**config.mk**
```make
export PLATFORM = sky130hd
export DESIGN_NAME = arf_flags
export DESIGN_NICKNAME = d
export VERILOG_FILES = /design/src/inc/arf_pkg.sv /design/src/design/arf_flags.sv /design/src/design/arf_chan_cell.sv
export SDC_FILE = /design/constraint.sdc
export NUM_CORES = 1
export LEC_CHECK = 0
export BUFFER_PORTS_ARGS = -buffer_cell sky130_fd_sc_hd__buf_2
export CORE_MARGIN = 2
export CORE_UTILIZATION = 40
export DETAILED_ROUTE_END_ITERATION = 12
export PLACE_DENSITY_LB_ADDON = 0.3
export SETUP_SLACK_MARGIN = 0.1
export SLEW_MARGIN = 20
export SYNTH_ARGS = -nofsm -noshare
export SYNTH_HDL_FRONTEND = slang
export SYNTH_HIERARCHICAL = 1
export SYNTH_SLANG_ARGS = --single-unit
```
**constraint.sdc**
```tcl
create_clock -name i_ref_clk -period 2.8 [get_ports i_ref_clk]
set_clock_uncertainty 0.15 [all_clocks]
set_input_delay 0.42 -clock i_ref_clk [delete_from_list [all_inputs] [get_ports i_ref_clk]]
set_output_delay 0.42 -clock i_ref_clk [all_outputs]
set_load 0.05 [all_outputs]
```
**src/inc/arf_pkg.sv**
```systemverilog
// arf_pkg: register map, field positions and reset values of the adc result/status flag block
// assumes: byte addresses on an 8-bit register port, 32-bit data, one word per register
package arf_pkg;
   // ------------------------------------------------------------
   // sizes
   // ------------------------------------------------------------
   localparam int          NUM_CHAN     = 4;
   localparam int          DATA_W       = 10;
   localparam int          ADDR_W       = 8;
   localparam int          BUS_W        = 32;
   localparam int          INT_W        = 3;

   // ------------------------------------------------------------
   // register offsets
   // ------------------------------------------------------------
   localparam logic [7:0]  OFS_CTRL     = 8'h00;
   localparam logic [7:0]  OFS_MODE     = 8'h04;
   localparam logic [7:0]  OFS_CHEN     = 8'h10;
   localparam logic [7:0]  OFS_CHDIS    = 8'h14;
   localparam logic [7:0]  OFS_CHSR     = 8'h18;
   localparam logic [7:0]  OFS_STATUS   = 8'h1c;
   localparam logic [7:0]  OFS_LAST     = 8'h20;
   localparam logic [7:0]  OFS_INT_STAT = 8'h24;
   localparam logic [7:0]  OFS_INT_CLR  = 8'h28;
   localparam logic [7:0]  OFS_INT_EN   = 8'h2c;
   // channel result registers sit at 0x30 + 4*channel
   localparam logic [3:0]  CDR_PAGE     = 4'h3;
   localparam int          CDR_IDX_LSB  = 2;

   // ------------------------------------------------------------
   // field positions
   // ------------------------------------------------------------
   localparam int          CTRL_START   = 0;
   localparam int          MODE_SLEEP   = 0;
   localparam int          ST_DONE_LSB  = 0;
   localparam int          ST_OVR_LSB   = 8;
   localparam int          ST_DATA_READY_FLAG      = 16;
   localparam int          ST_GOVR      = 17;
   localparam int          LAST_CH_LSB  = 12;
   localparam int          INT_STORE    = 0;
   localparam int          INT_GOVR     = 1;
   localparam int          INT_OVR      = 2;

   // ------------------------------------------------------------
   // reset values
   // ------------------------------------------------------------
   localparam logic [31:0] RST_WORD     = 32'h0000_0000;
   localparam logic        RST_BIT      = 1'b0;
endpackage

```
**src/design/arf_flags.sv**
```systemverilog
// arf_flags: result registers and status flags of a multi-channel converter
// assumes: converter core on the same clock gives a one-cycle end-of-conversion pulse
// with its channel and result; software uses the plain register port
//
// Our own choices: the placing of the registers and the address-and-strobe port.
`timescale 1ns/1ps
// Function
// data ready clears only on last-result read; channel result reads leave it.
// each stored conversion updates channel and last result, raises data ready.
// data ready rises only when a result is really stored.
// channel result read of another channel never blocks data ready setting.
// general overrun sets when a store finds data ready still high.
// status read clears general overrun unless a new one occurs then.
// general overrun still sets beside other-channel reads or disables.
// channel overrun sets when its conversion ends with done still high.
// status read clears channel overrun unless a new one occurs then.
// channel or matching last-result read clears that channel's done flag.
// a channel result read clears only that channel's done flag.
// no done flag for a channel disabled during its conversion.
// sleep is entered at the end of a conversion, start wakes core.
// a set and a clear in one cycle: the set wins; o_sleep instead lets a start or sleep mode off win over a conversion end.
module arf_flags #(
   parameter int N_CHAN = arf_pkg::NUM_CHAN,
   parameter int DATA_W = arf_pkg::DATA_W
) (
   input  wire logic                      i_ref_clk,
   input  wire logic                      i_rst,
   input  wire logic                      i_ce,
   input  wire logic [arf_pkg::ADDR_W-1:0] i_addr,
   input  wire logic [arf_pkg::BUS_W-1:0] i_wdata,
   input  wire logic                      i_wr,
   input  wire logic                      i_rd,
   output logic      [arf_pkg::BUS_W-1:0] o_rdata,
   input  wire logic                      i_eoc,
   input  wire logic [$clog2(N_CHAN)-1:0] i_eoc_chan,
   input  wire logic [DATA_W-1:0]         i_eoc_data,
   output logic                           o_conv_start,
   output logic      [N_CHAN-1:0]         o_chan_en,
   output logic                           o_sleep,
   output logic                           o_irq
);
   localparam int CW = $clog2(N_CHAN);

   // ------------------------------------------------------------
   // decode
   // ------------------------------------------------------------
   logic              wr_q;
   logic              rd_q;
   logic              is_cdr;
   logic [CW-1:0]     cdr_idx;
   logic              rd_last;
   logic              rd_stat;
   logic [N_CHAN-1:0] rd_cdr;
   logic [N_CHAN-1:0] dis_now;
   logic              eoc_v;
   logic              chan_ok;
   logic              store;
   logic              new_govr;
   logic [N_CHAN-1:0] done;
   logic [N_CHAN-1:0] ovr;
   logic [N_CHAN-1:0] ovr_set;
   logic [DATA_W-1:0] result [N_CHAN];
   logic [DATA_W-1:0] last_data;
   logic [CW-1:0]     last_chan;
   logic              data_ready_flag;
   logic              govr;
   logic              sleep_mode;
   logic [arf_pkg::INT_W-1:0] int_stat;
   logic [arf_pkg::INT_W-1:0] int_en;
   logic [arf_pkg::INT_W-1:0] int_evt;
   logic [arf_pkg::BUS_W-1:0] next_rdata;
   logic [arf_pkg::BUS_W-1:0] status_word;

   assign wr_q    = i_ce && i_wr;
   assign rd_q    = i_ce && i_rd;
   assign is_cdr  = (i_addr[7:4] == arf_pkg::CDR_PAGE) && (i_addr[1:0] == 2'b00);
   assign cdr_idx = i_addr[arf_pkg::CDR_IDX_LSB +: CW];
   assign rd_last = rd_q && (i_addr == arf_pkg::OFS_LAST);
   assign rd_stat = rd_q && (i_addr == arf_pkg::OFS_STATUS);
   // a disable in the eoc cycle must drop that store, so it is decoded combinationally
   assign dis_now = (wr_q && (i_addr == arf_pkg::OFS_CHDIS)) ? i_wdata[N_CHAN-1:0] : '0;
   assign eoc_v   = i_ce && i_eoc;

   // disabled channel result dropped
   // store only for a live channel
   assign chan_ok = o_chan_en[i_eoc_chan] && !dis_now[i_eoc_chan];
   // other channel disables do not block
   assign store   = eoc_v && chan_ok;
   // new overrun on pending data
   // independent of other reads or disables
   assign new_govr = store && data_ready_flag;

   // ------------------------------------------------------------
   // channels
   // ------------------------------------------------------------
   genvar g;
   generate
      for (g = 0; g < N_CHAN; g++) begin : gen_chan
         logic ch_sel;
         logic ch_store;
         logic ch_hit;
         logic ch_clr;
         assign ch_sel   = (i_eoc_chan == CW'(g));
         assign ch_store = store && ch_sel;
         // a same-cycle channel disable does not mask it, only the registered enable does
         assign ch_hit   = eoc_v && ch_sel && o_chan_en[g];
         // clear only the addressed channel
         assign rd_cdr[g] = rd_q && is_cdr && (cdr_idx == CW'(g));
         // last-result read clears its owner
         assign ch_clr   = rd_cdr[g] || (rd_last && (last_chan == CW'(g)));
         arf_chan_cell #(
            .DATA_W     (DATA_W)
         ) u_cell (
            .i_ref_clk  (i_ref_clk),
            .i_rst      (i_rst),
            .i_store    (ch_store),
            .i_hit      (ch_hit && i_ce),
            .i_data     (i_eoc_data),
            .i_rd_clear (ch_clr),
            .i_stat_rd  (rd_stat),
            .o_done     (done[g]),
            .o_ovr      (ovr[g]),
            .o_result   (result[g]),
            .o_ovr_set  (ovr_set[g])
         );
      end
   endgenerate

   // ------------------------------------------------------------
   // last result
   // ------------------------------------------------------------
   // last result follows every store
   always_ff @(posedge i_ref_clk or posedge i_rst) begin
      if (i_rst) begin
         last_data <= '0;
         last_chan <= '0;
      end else if (store) begin
         last_data <= i_eoc_data;
         last_chan <= i_eoc_chan;
      end
   end

   // ------------------------------------------------------------
   // global flags
   // ------------------------------------------------------------
   // only last-result read clears
   // channel reads never interfere
   // store beats clear
   always_ff @(posedge i_ref_clk or posedge i_rst) begin
      if (i_rst) begin
         data_ready_flag <= arf_pkg::RST_BIT;
      end else if (store) begin
         data_ready_flag <= 1'b1;
      end else if (rd_last) begin
         data_ready_flag <= 1'b0;
      end
   end

   // status read clears general overrun
   always_ff @(posedge i_ref_clk or posedge i_rst) begin
      if (i_rst) begin
         govr <= arf_pkg::RST_BIT;
      end else if (new_govr) begin
         govr <= 1'b1;
      end else if (rd_stat) begin
         govr <= 1'b0;
      end
   end

   // ------------------------------------------------------------
   // control
   // ------------------------------------------------------------
   always_ff @(posedge i_ref_clk or posedge i_rst) begin
      if (i_rst) begin
         o_chan_en <= '0;
      end else if (wr_q && (i_addr == arf_pkg::OFS_CHEN)) begin
         o_chan_en <= o_chan_en | i_wdata[N_CHAN-1:0];
      end else if (wr_q && (i_addr == arf_pkg::OFS_CHDIS)) begin
         o_chan_en <= o_chan_en & ~i_wdata[N_CHAN-1:0];
      end
   end

   always_ff @(posedge i_ref_clk or posedge i_rst) begin
      if (i_rst) begin
         sleep_mode <= arf_pkg::RST_BIT;
      end else if (wr_q && (i_addr == arf_pkg::OFS_MODE)) begin
         sleep_mode <= i_wdata[arf_pkg::MODE_SLEEP];
      end
   end

   // start is a one-cycle pulse to the core, frozen with the enable like all state
   always_ff @(posedge i_ref_clk or posedge i_rst) begin
      if (i_rst) begin
         o_conv_start <= arf_pkg::RST_BIT;
      end else if (i_ce) begin
         o_conv_start <= wr_q && (i_addr == arf_pkg::OFS_CTRL) && i_wdata[arf_pkg::CTRL_START];
      end
   end

   // sleep waits for a conversion end
   // an idle core never sleeps until software starts one more conversion
   always_ff @(posedge i_ref_clk or posedge i_rst) begin
      if (i_rst) begin
         o_sleep <= arf_pkg::RST_BIT;
      end else if (i_ce) begin
         if (o_conv_start || !sleep_mode) begin
            o_sleep <= 1'b0;
         end else if (eoc_v) begin
            o_sleep <= 1'b1;
         end
      end
   end

   // ------------------------------------------------------------
   // interrupts
   // ------------------------------------------------------------
   always_comb begin
      int_evt = '0;
      int_evt[arf_pkg::INT_STORE] = store;
      int_evt[arf_pkg::INT_GOVR]  = new_govr;
      int_evt[arf_pkg::INT_OVR]   = |ovr_set;
   end

   // event beats write-one clear
   always_ff @(posedge i_ref_clk or posedge i_rst) begin
      if (i_rst) begin
         int_stat <= '0;
      end else if (wr_q && (i_addr == arf_pkg::OFS_INT_CLR)) begin
         int_stat <= (int_stat & ~i_wdata[arf_pkg::INT_W-1:0]) | int_evt;
      end else begin
         int_stat <= int_stat | int_evt;
      end
   end

   always_ff @(posedge i_ref_clk or posedge i_rst) begin
      if (i_rst) begin
         int_en <= '0;
      end else if (wr_q && (i_addr == arf_pkg::OFS_INT_EN)) begin
         int_en <= i_wdata[arf_pkg::INT_W-1:0];
      end
   end

   always_ff @(posedge i_ref_clk or posedge i_rst) begin
      if (i_rst) begin
         o_irq <= arf_pkg::RST_BIT;
      end else if (i_ce) begin
         o_irq <= |(int_stat & int_en);
      end
   end

   // ------------------------------------------------------------
   // read port
   // ------------------------------------------------------------
   always_comb begin
      status_word = arf_pkg::RST_WORD;
      status_word[arf_pkg::ST_DONE_LSB +: N_CHAN] = done;
      status_word[arf_pkg::ST_OVR_LSB +: N_CHAN]  = ovr;
      status_word[arf_pkg::ST_DATA_READY_FLAG] = data_ready_flag;
      status_word[arf_pkg::ST_GOVR] = govr;
   end

   always_comb begin
      next_rdata = arf_pkg::RST_WORD;
      if (is_cdr && (int'(cdr_idx) < N_CHAN)) begin
         next_rdata[DATA_W-1:0] = result[cdr_idx];
      end else begin
         unique case (i_addr)
            arf_pkg::OFS_MODE: begin
               next_rdata[arf_pkg::MODE_SLEEP] = sleep_mode;
            end
            arf_pkg::OFS_CHSR: begin
               next_rdata[N_CHAN-1:0] = o_chan_en;
            end
            arf_pkg::OFS_STATUS: begin
               next_rdata = status_word;
            end
            arf_pkg::OFS_LAST: begin
               next_rdata[DATA_W-1:0] = last_data;
               next_rdata[arf_pkg::LAST_CH_LSB +: CW] = last_chan;
            end
            arf_pkg::OFS_INT_STAT: begin
               next_rdata[arf_pkg::INT_W-1:0] = int_stat;
            end
            arf_pkg::OFS_INT_EN: begin
               next_rdata[arf_pkg::INT_W-1:0] = int_en;
            end
            default: begin
               next_rdata = arf_pkg::RST_WORD;
            end
         endcase
      end
   end

   // data stand only in the cycle after the read strobe
   always_ff @(posedge i_ref_clk or posedge i_rst) begin
      if (i_rst) begin
         o_rdata <= arf_pkg::RST_WORD;
      end else if (i_ce) begin
         o_rdata <= rd_q ? next_rdata : arf_pkg::RST_WORD;
      end
   end

   // ------------------------------------------------------------
   // checks
   // ------------------------------------------------------------
   data_ready_flag_clear_a: assert property (@(posedge i_ref_clk) disable iff (i_rst)
      rd_last && !store |=> !data_ready_flag) else $error("data ready not cleared");
   data_ready_flag_hold_a: assert property (@(posedge i_ref_clk) disable iff (i_rst)
      data_ready_flag && !rd_last |=> data_ready_flag) else $error("data ready lost");
   store_last_a: assert property (@(posedge i_ref_clk) disable iff (i_rst)
      store |=> data_ready_flag && (last_data == $past(i_eoc_data)) && (last_chan == $past(i_eoc_chan)))
      else $error("store not taken");
   data_ready_flag_noset_a: assert property (@(posedge i_ref_clk) disable iff (i_rst)
      !data_ready_flag && !store |=> !data_ready_flag) else $error("data ready without store");
   govr_set_a: assert property (@(posedge i_ref_clk) disable iff (i_rst)
      store && data_ready_flag |=> govr) else $error("general overrun missed");
   govr_clear_a: assert property (@(posedge i_ref_clk) disable iff (i_rst)
      rd_stat && !new_govr |=> !govr) else $error("general overrun kept");
   no_dead_done_a: assert property (@(posedge i_ref_clk) disable iff (i_rst)
      eoc_v && !chan_ok |=> (done & ~$past(done)) == '0) else $error("done on dead channel");
   one_clear_a: assert property (@(posedge i_ref_clk) disable iff (i_rst)
      rd_q && is_cdr && !rd_last && !store |=> (($past(done) & ~done) & ~$past(rd_cdr)) == '0)
      else $error("wrong done cleared");
   sleep_entry_a: assert property (@(posedge i_ref_clk) disable iff (i_rst)
      eoc_v && sleep_mode && !o_conv_start ##1 i_ce && sleep_mode && !o_conv_start |=> o_sleep)
      else $error("sleep not entered");
   int_win_a: assert property (@(posedge i_ref_clk) disable iff (i_rst)
      int_evt[arf_pkg::INT_STORE] |=> int_stat[arf_pkg::INT_STORE])
      else $error("event lost to clear");
   // a low enable must freeze every flag, or a stalled bus would still lose events
   freeze_a: assert property (@(posedge i_ref_clk) disable iff (i_rst)
      !i_ce |=> $stable(data_ready_flag) && $stable(govr) && $stable(done) && $stable(ovr)
         && $stable(int_stat) && $stable(o_chan_en) && $stable(o_rdata))
      else $error("state moved while frozen");
   // read data stand one cycle only, so a late sampler sees zero, not stale data
   rdata_idle_a: assert property (@(posedge i_ref_clk) disable iff (i_rst)
      i_ce && !rd_q |=> o_rdata == arf_pkg::RST_WORD) else $error("read data left standing");
   irq_follow_a: assert property (@(posedge i_ref_clk) disable iff (i_rst)
      i_ce |=> o_irq == |($past(int_stat & int_en))) else $error("interrupt out of step");
   govr_cross_a: assert property (@(posedge i_ref_clk) disable iff (i_rst)
      store && data_ready_flag && (rd_q || wr_q) |=> govr) else $error("general overrun lost to access");
   dis_clear_a: assert property (@(posedge i_ref_clk) disable iff (i_rst)
      wr_q && (i_addr == arf_pkg::OFS_CHDIS)
      |=> (o_chan_en & $past(i_wdata[N_CHAN-1:0])) == '0) else $error("channel not disabled");
   sleep_wake_a: assert property (@(posedge i_ref_clk) disable iff (i_rst)
      i_ce && (o_conv_start || !sleep_mode) |=> !o_sleep) else $error("sleep not left");
endmodule

```
**src/design/arf_chan_cell.sv**
```systemverilog
// arf_chan_cell: one channel's result register, conversion-done flag and overrun flag
// assumes: strobes are single-cycle qualified pulses on i_ref_clk, already gated by the enable
`timescale 1ns/1ps
module arf_chan_cell #(
   parameter int DATA_W = arf_pkg::DATA_W
) (
   input  wire logic              i_ref_clk,
   input  wire logic              i_rst,
   input  wire logic              i_store,
   input  wire logic              i_hit,
   input  wire logic [DATA_W-1:0] i_data,
   input  wire logic              i_rd_clear,
   input  wire logic              i_stat_rd,
   output logic                   o_done,
   output logic                   o_ovr,
   output logic [DATA_W-1:0]      o_result,
   output logic                   o_ovr_set
);
   // ------------------------------------------------------------
   // result and flags
   // ------------------------------------------------------------
   // overrun on unread result
   assign o_ovr_set = i_hit && o_done;

   always_ff @(posedge i_ref_clk or posedge i_rst) begin
      if (i_rst) begin
         o_result <= '0;
      end else if (i_store) begin
         o_result <= i_data;
      end
   end

   // read clears done
   // store beats clear
   always_ff @(posedge i_ref_clk or posedge i_rst) begin
      if (i_rst) begin
         o_done <= arf_pkg::RST_BIT;
      end else if (i_store) begin
         o_done <= 1'b1;
      end else if (i_rd_clear) begin
         o_done <= 1'b0;
      end
   end

   // status read clears overrun
   always_ff @(posedge i_ref_clk or posedge i_rst) begin
      if (i_rst) begin
         o_ovr <= arf_pkg::RST_BIT;
      end else if (o_ovr_set) begin
         o_ovr <= 1'b1;
      end else if (i_stat_rd) begin
         o_ovr <= 1'b0;
      end
   end

   // ------------------------------------------------------------
   // checks
   // ------------------------------------------------------------
   ovr_set_a: assert property (@(posedge i_ref_clk) disable iff (i_rst)
      o_ovr_set |=> o_ovr) else $error("overrun not raised");
   ovr_clear_a: assert property (@(posedge i_ref_clk) disable iff (i_rst)
      i_stat_rd && !o_ovr_set |=> !o_ovr) else $error("overrun not cleared");
   done_clear_a: assert property (@(posedge i_ref_clk) disable iff (i_rst)
      i_rd_clear && !i_store |=> !o_done) else $error("done not cleared");
endmodule

```
==> results by group <==
Placed design
  • GPL Wtd Cong: 0.9028
  • Port bufs: 52
  • DP Cell Count: 568
  • Post-place instance area: 0.005182 sq mm
  • Hpwl dp: 8586 um

Power and ir drop
  • Leakage power: 2.589 nW
  • Power per cell area: 638.7 mW/mm^2
  • Total power: 3.504 mW
  • Switching Power: 0.9231 mW
  • Reg power frac: 47.5%
  • Clock power share: 34.7%
  • Power Internal: 2.581 mW
  • Combinational share of power: 17.8%
  • Peak VDD IR: 0.0002950 V
  • Switch share: 26.34%

Cells and area
  • Cell area after layout: 0.005487 sq mm
  • Fin cells: 585
  • Fraction of layout cells with a size suffix above 1: 39.14%
  • Commonest non-fill, non-tap cell in the layout: dfrtp_1
  • Commonest cells after routing, fill and taps aside: dfrtp_1, buf_2, mux2_4, nand2_1
  • ANT cells: 0
  • Nets: 495
  • P&R area growth vs syn: 16.07%

Timing
  • Final worst-path cycle share: 83.12%
  • Fin crit period: 2.327 ns
  • Maximum clock rate: 429.7 MHz
  • Hold Fails Final Rpt: 0
  • Final setup violation count: 0
  • Least-Margin Pin Slew: 0.6405 ns
  • Final TNS setup: 0 ns
  • RSZ-0062 raised after global routing: false
  • Final Slew Violations: 0
  • Worst relative slew slack: 57.25%

Logic synthesis
  • Adder-Cell Fraction of Synth Area: 0%
  • Synth Register Bits: 92
  • Mux cell area share after synthesis: 23.13%
  • Yosys cell types: 57
  • Synthesized area: 0.004727 sq mm
  • Main combinational cell family by area after synthesis: multiplexers
  • Xor-xnor portion of the synthesized cell area: 0%
  • Mean Syn Cell Area: 12.85 sq um
  • Compound-Gate Fraction of Synth Area: 10.22%
  • Area leader, netlist: dfrtp_1
  • EDFF count, synth: 0
  • Ys Warns: 6
  • Yosys top cell area share: 48.70%
  • Mapped Cells: 368
  • Area contributors post-synth: dfrtp_1, mux2_4, mux4_2
  • Ys flop type: dfrtp_1
  • Simple-gate share of the synthesized area: 11.46%
  • Async set-reset flop share out of synthesis: 100.0%
  • Register area share after synthesis: 48.70%

Detailed routing
  • Routed WL: 11920 um
  • First-pass DRT Iterations: 5
  • Avg WL per Cell: 20.38 um
  • DR iter-0 viols: 212
  • Drc violations: 0
  • Via/cell ratio: 5.662
  • Via Count: 3312
  • DRT antenna net count: 0

Setup path
  • Slowest-stage cell, CP: mux4_2
  • Crit-path max cell delay: 0.46 ns
  • Capture point of the worst reg-to-reg path: gen_chan[2].u_cell/o_result[1]
  • Worst r2r path cells: 5
  • Startpoint Class: input pin
  • Critical path required time: 2.87 ns
  • R2r setup slk: 0.55 ns
  • Arrival @ worst endpoint: 2.40 ns
  • Worst path top cell family by delay: multiplexers
  • CP Class: in -> reg
  • Crit-path max FO: 11
  • Crit path buffers/inverters: 2
  • Critical path cell sequence: buf_2 > mux4_2 > and4_4 > a2111o_1 > nor3b_2 > buf_12 > mux2_2
  • Worst setup EP type: register

Clocking
  • Clock sink count: 92
  • CTS Buf Count: 9
  • CTS Root Cell: clkbuf_16
  • Clock slew at reported path FFs: 0.06 ns
  • Resized cells post-CTS: 0
  • Setup repair bufs after CTS: 0
  • CTS tree: done
  • Clk_lat worst skew: 0.34 ns
  • Clk buf depth: 2
  • H-tree depth: 3
  • Hold Buf Count CTS: 1

Worst hold path
  • Worst hold start: i_wdata[3]
  • Hold Path Class: in -> reg
  • Hold Path Depth: 2

Flow run
  • Max-cap violations: 0

Die
  • Die area: 0.01270 sq mm
  • Core footprint: 0.01147 sq mm
  • I/O pin cnt: 97
  • Initial Util: 41.22%
  • Site row count: 39
  • Die X: 112.7 um
  • Die height: 112.7 um

Global routing
  • Total congestion overflow: 0
  • M3 GR Usage: 3.053%
  • Initial antenna violation count: 0
  • Total GRT Usage: 19.39%
  • Vias in the first global route: 3392
  • GR Layer Usage met2: 31.18%
  • Grt met1 use: 27.02%
  • Layer with the highest usage: met2
  • Largest net degree at the start of global routing: 28
  • First-pass GRT wire length: 18920 um

Run status
  • Status: finished, final reports clean
[worst reg2reg max path, stage by stage, from the launching register on]
cell and delay (ns):
dfrtp_1 0.44, and3b_1 0.22, a2111o_1 0.42, nor4b_2 0.32
buf_4 0.27, mux2_4 0.32
[registers in the layout, summed over array words and instances (netlist names), named ones only]
signal / count
data_ready_flag: 1
o_conv_start: 1
o_sleep: 1
last_chan: 2
int_en: 3
gen_chan.u_cell/o_ovr: 4
gen_chan.u_cell/o_result: 40
sleep_mode: 1
o_irq: 1
govr: 1
last_data: 10
gen_chan.u_cell/o_done: 4
int_stat: 3
o_rdata: 16
[worst max path at each step]
stage	from	endpoint	slack (ns)	cells past startpoint
finish	i_wdata[0]	gen_chan[1].u_cell/o_result[7]	0.47	7
global route	i_wdata[0]	gen_chan[1].u_cell/o_result[7]	0.43	7
CTS	i_wdata[0]	gen_chan[1].u_cell/o_result[7]	0.47	7
detailed placement	i_wdata[0]	gen_chan[1].u_cell/o_result[7]	0.12	7
global placement	i_wdata[0]	gen_chan[1].u_cell/o_result[7]	0.14	7
floorplan	register	gen_chan[2].u_cell/o_result[0]	0.30	5
[cell usage after synthesis, types with 4 or more instances]
master     count
a22o_1        12
a21o_2         4
buf_4         16
inv_1         19
mux2_2        16
o2bb2ai_1      7
dfrtp_1       92
mux2_4        43
nor3_1         5
and2_1         7
o22ai_1        4
buf_6          5
a21o_1         7
and3_1         7
nor2_1        15
nand3_1        5
a21oi_1        9
mux4_2        11
nand2_1       23
[logic make-up (layout without fill, tap and decap cells)]
logic type,count (synthesis),after routing
AO/OA/AOI/OAI,62,62
buffers and inverters,49,108
flip-flops,92,92
multiplexers,72,72
other,1,16
AND/OR/NAND/NOR,92,92
[metal layers]
metal  vias up  share of wire (%)
met4         0                1.6
met3        18                5.5
li1       1462                  -
met1      1714                 45
met5         -                  0
met2       118                 48
[power groups by stage]
stage	clock [mW]	sequential [mW]	combinational [mW]
2_1_floorplan	0	1.66	0.487
3_3_place_gp	0	1.67	0.604
3_5_place_dp	0	1.68	0.620
4_1_cts	1.23	1.66	0.626
5_1_grt	1.30	1.68	0.666
6_report	1.22	1.66	0.622
[per-stage QoR]
stage / util [%] / hold WS, ns / setup slack [ns]
finish: 47.85 / 0.2050 / 0.4727
global placement: 45.19 / 0.3129 / 0.1432
global route: 47.85 / 0.2103 / 0.4292
CTS: 47.85 / 0.1980 / 0.4749
detailed placement: 45.19 / 0.3184 / 0.1218
floorplan: - / 0.1347 / 0.2980
[cell type report]
type / instances / area (sq um)
clock buffer: 11 / 232.7
clock inverter: 5 / 61.31
fill: 1027 / 5981
inverter: 19 / 71.32
multi-input combinational: 242 / 2195
sequential: 92 / 2302
tap: 143 / 178.9
timing repair buffer: 73 / 445.4
Power figures use the tool's default switching activity.
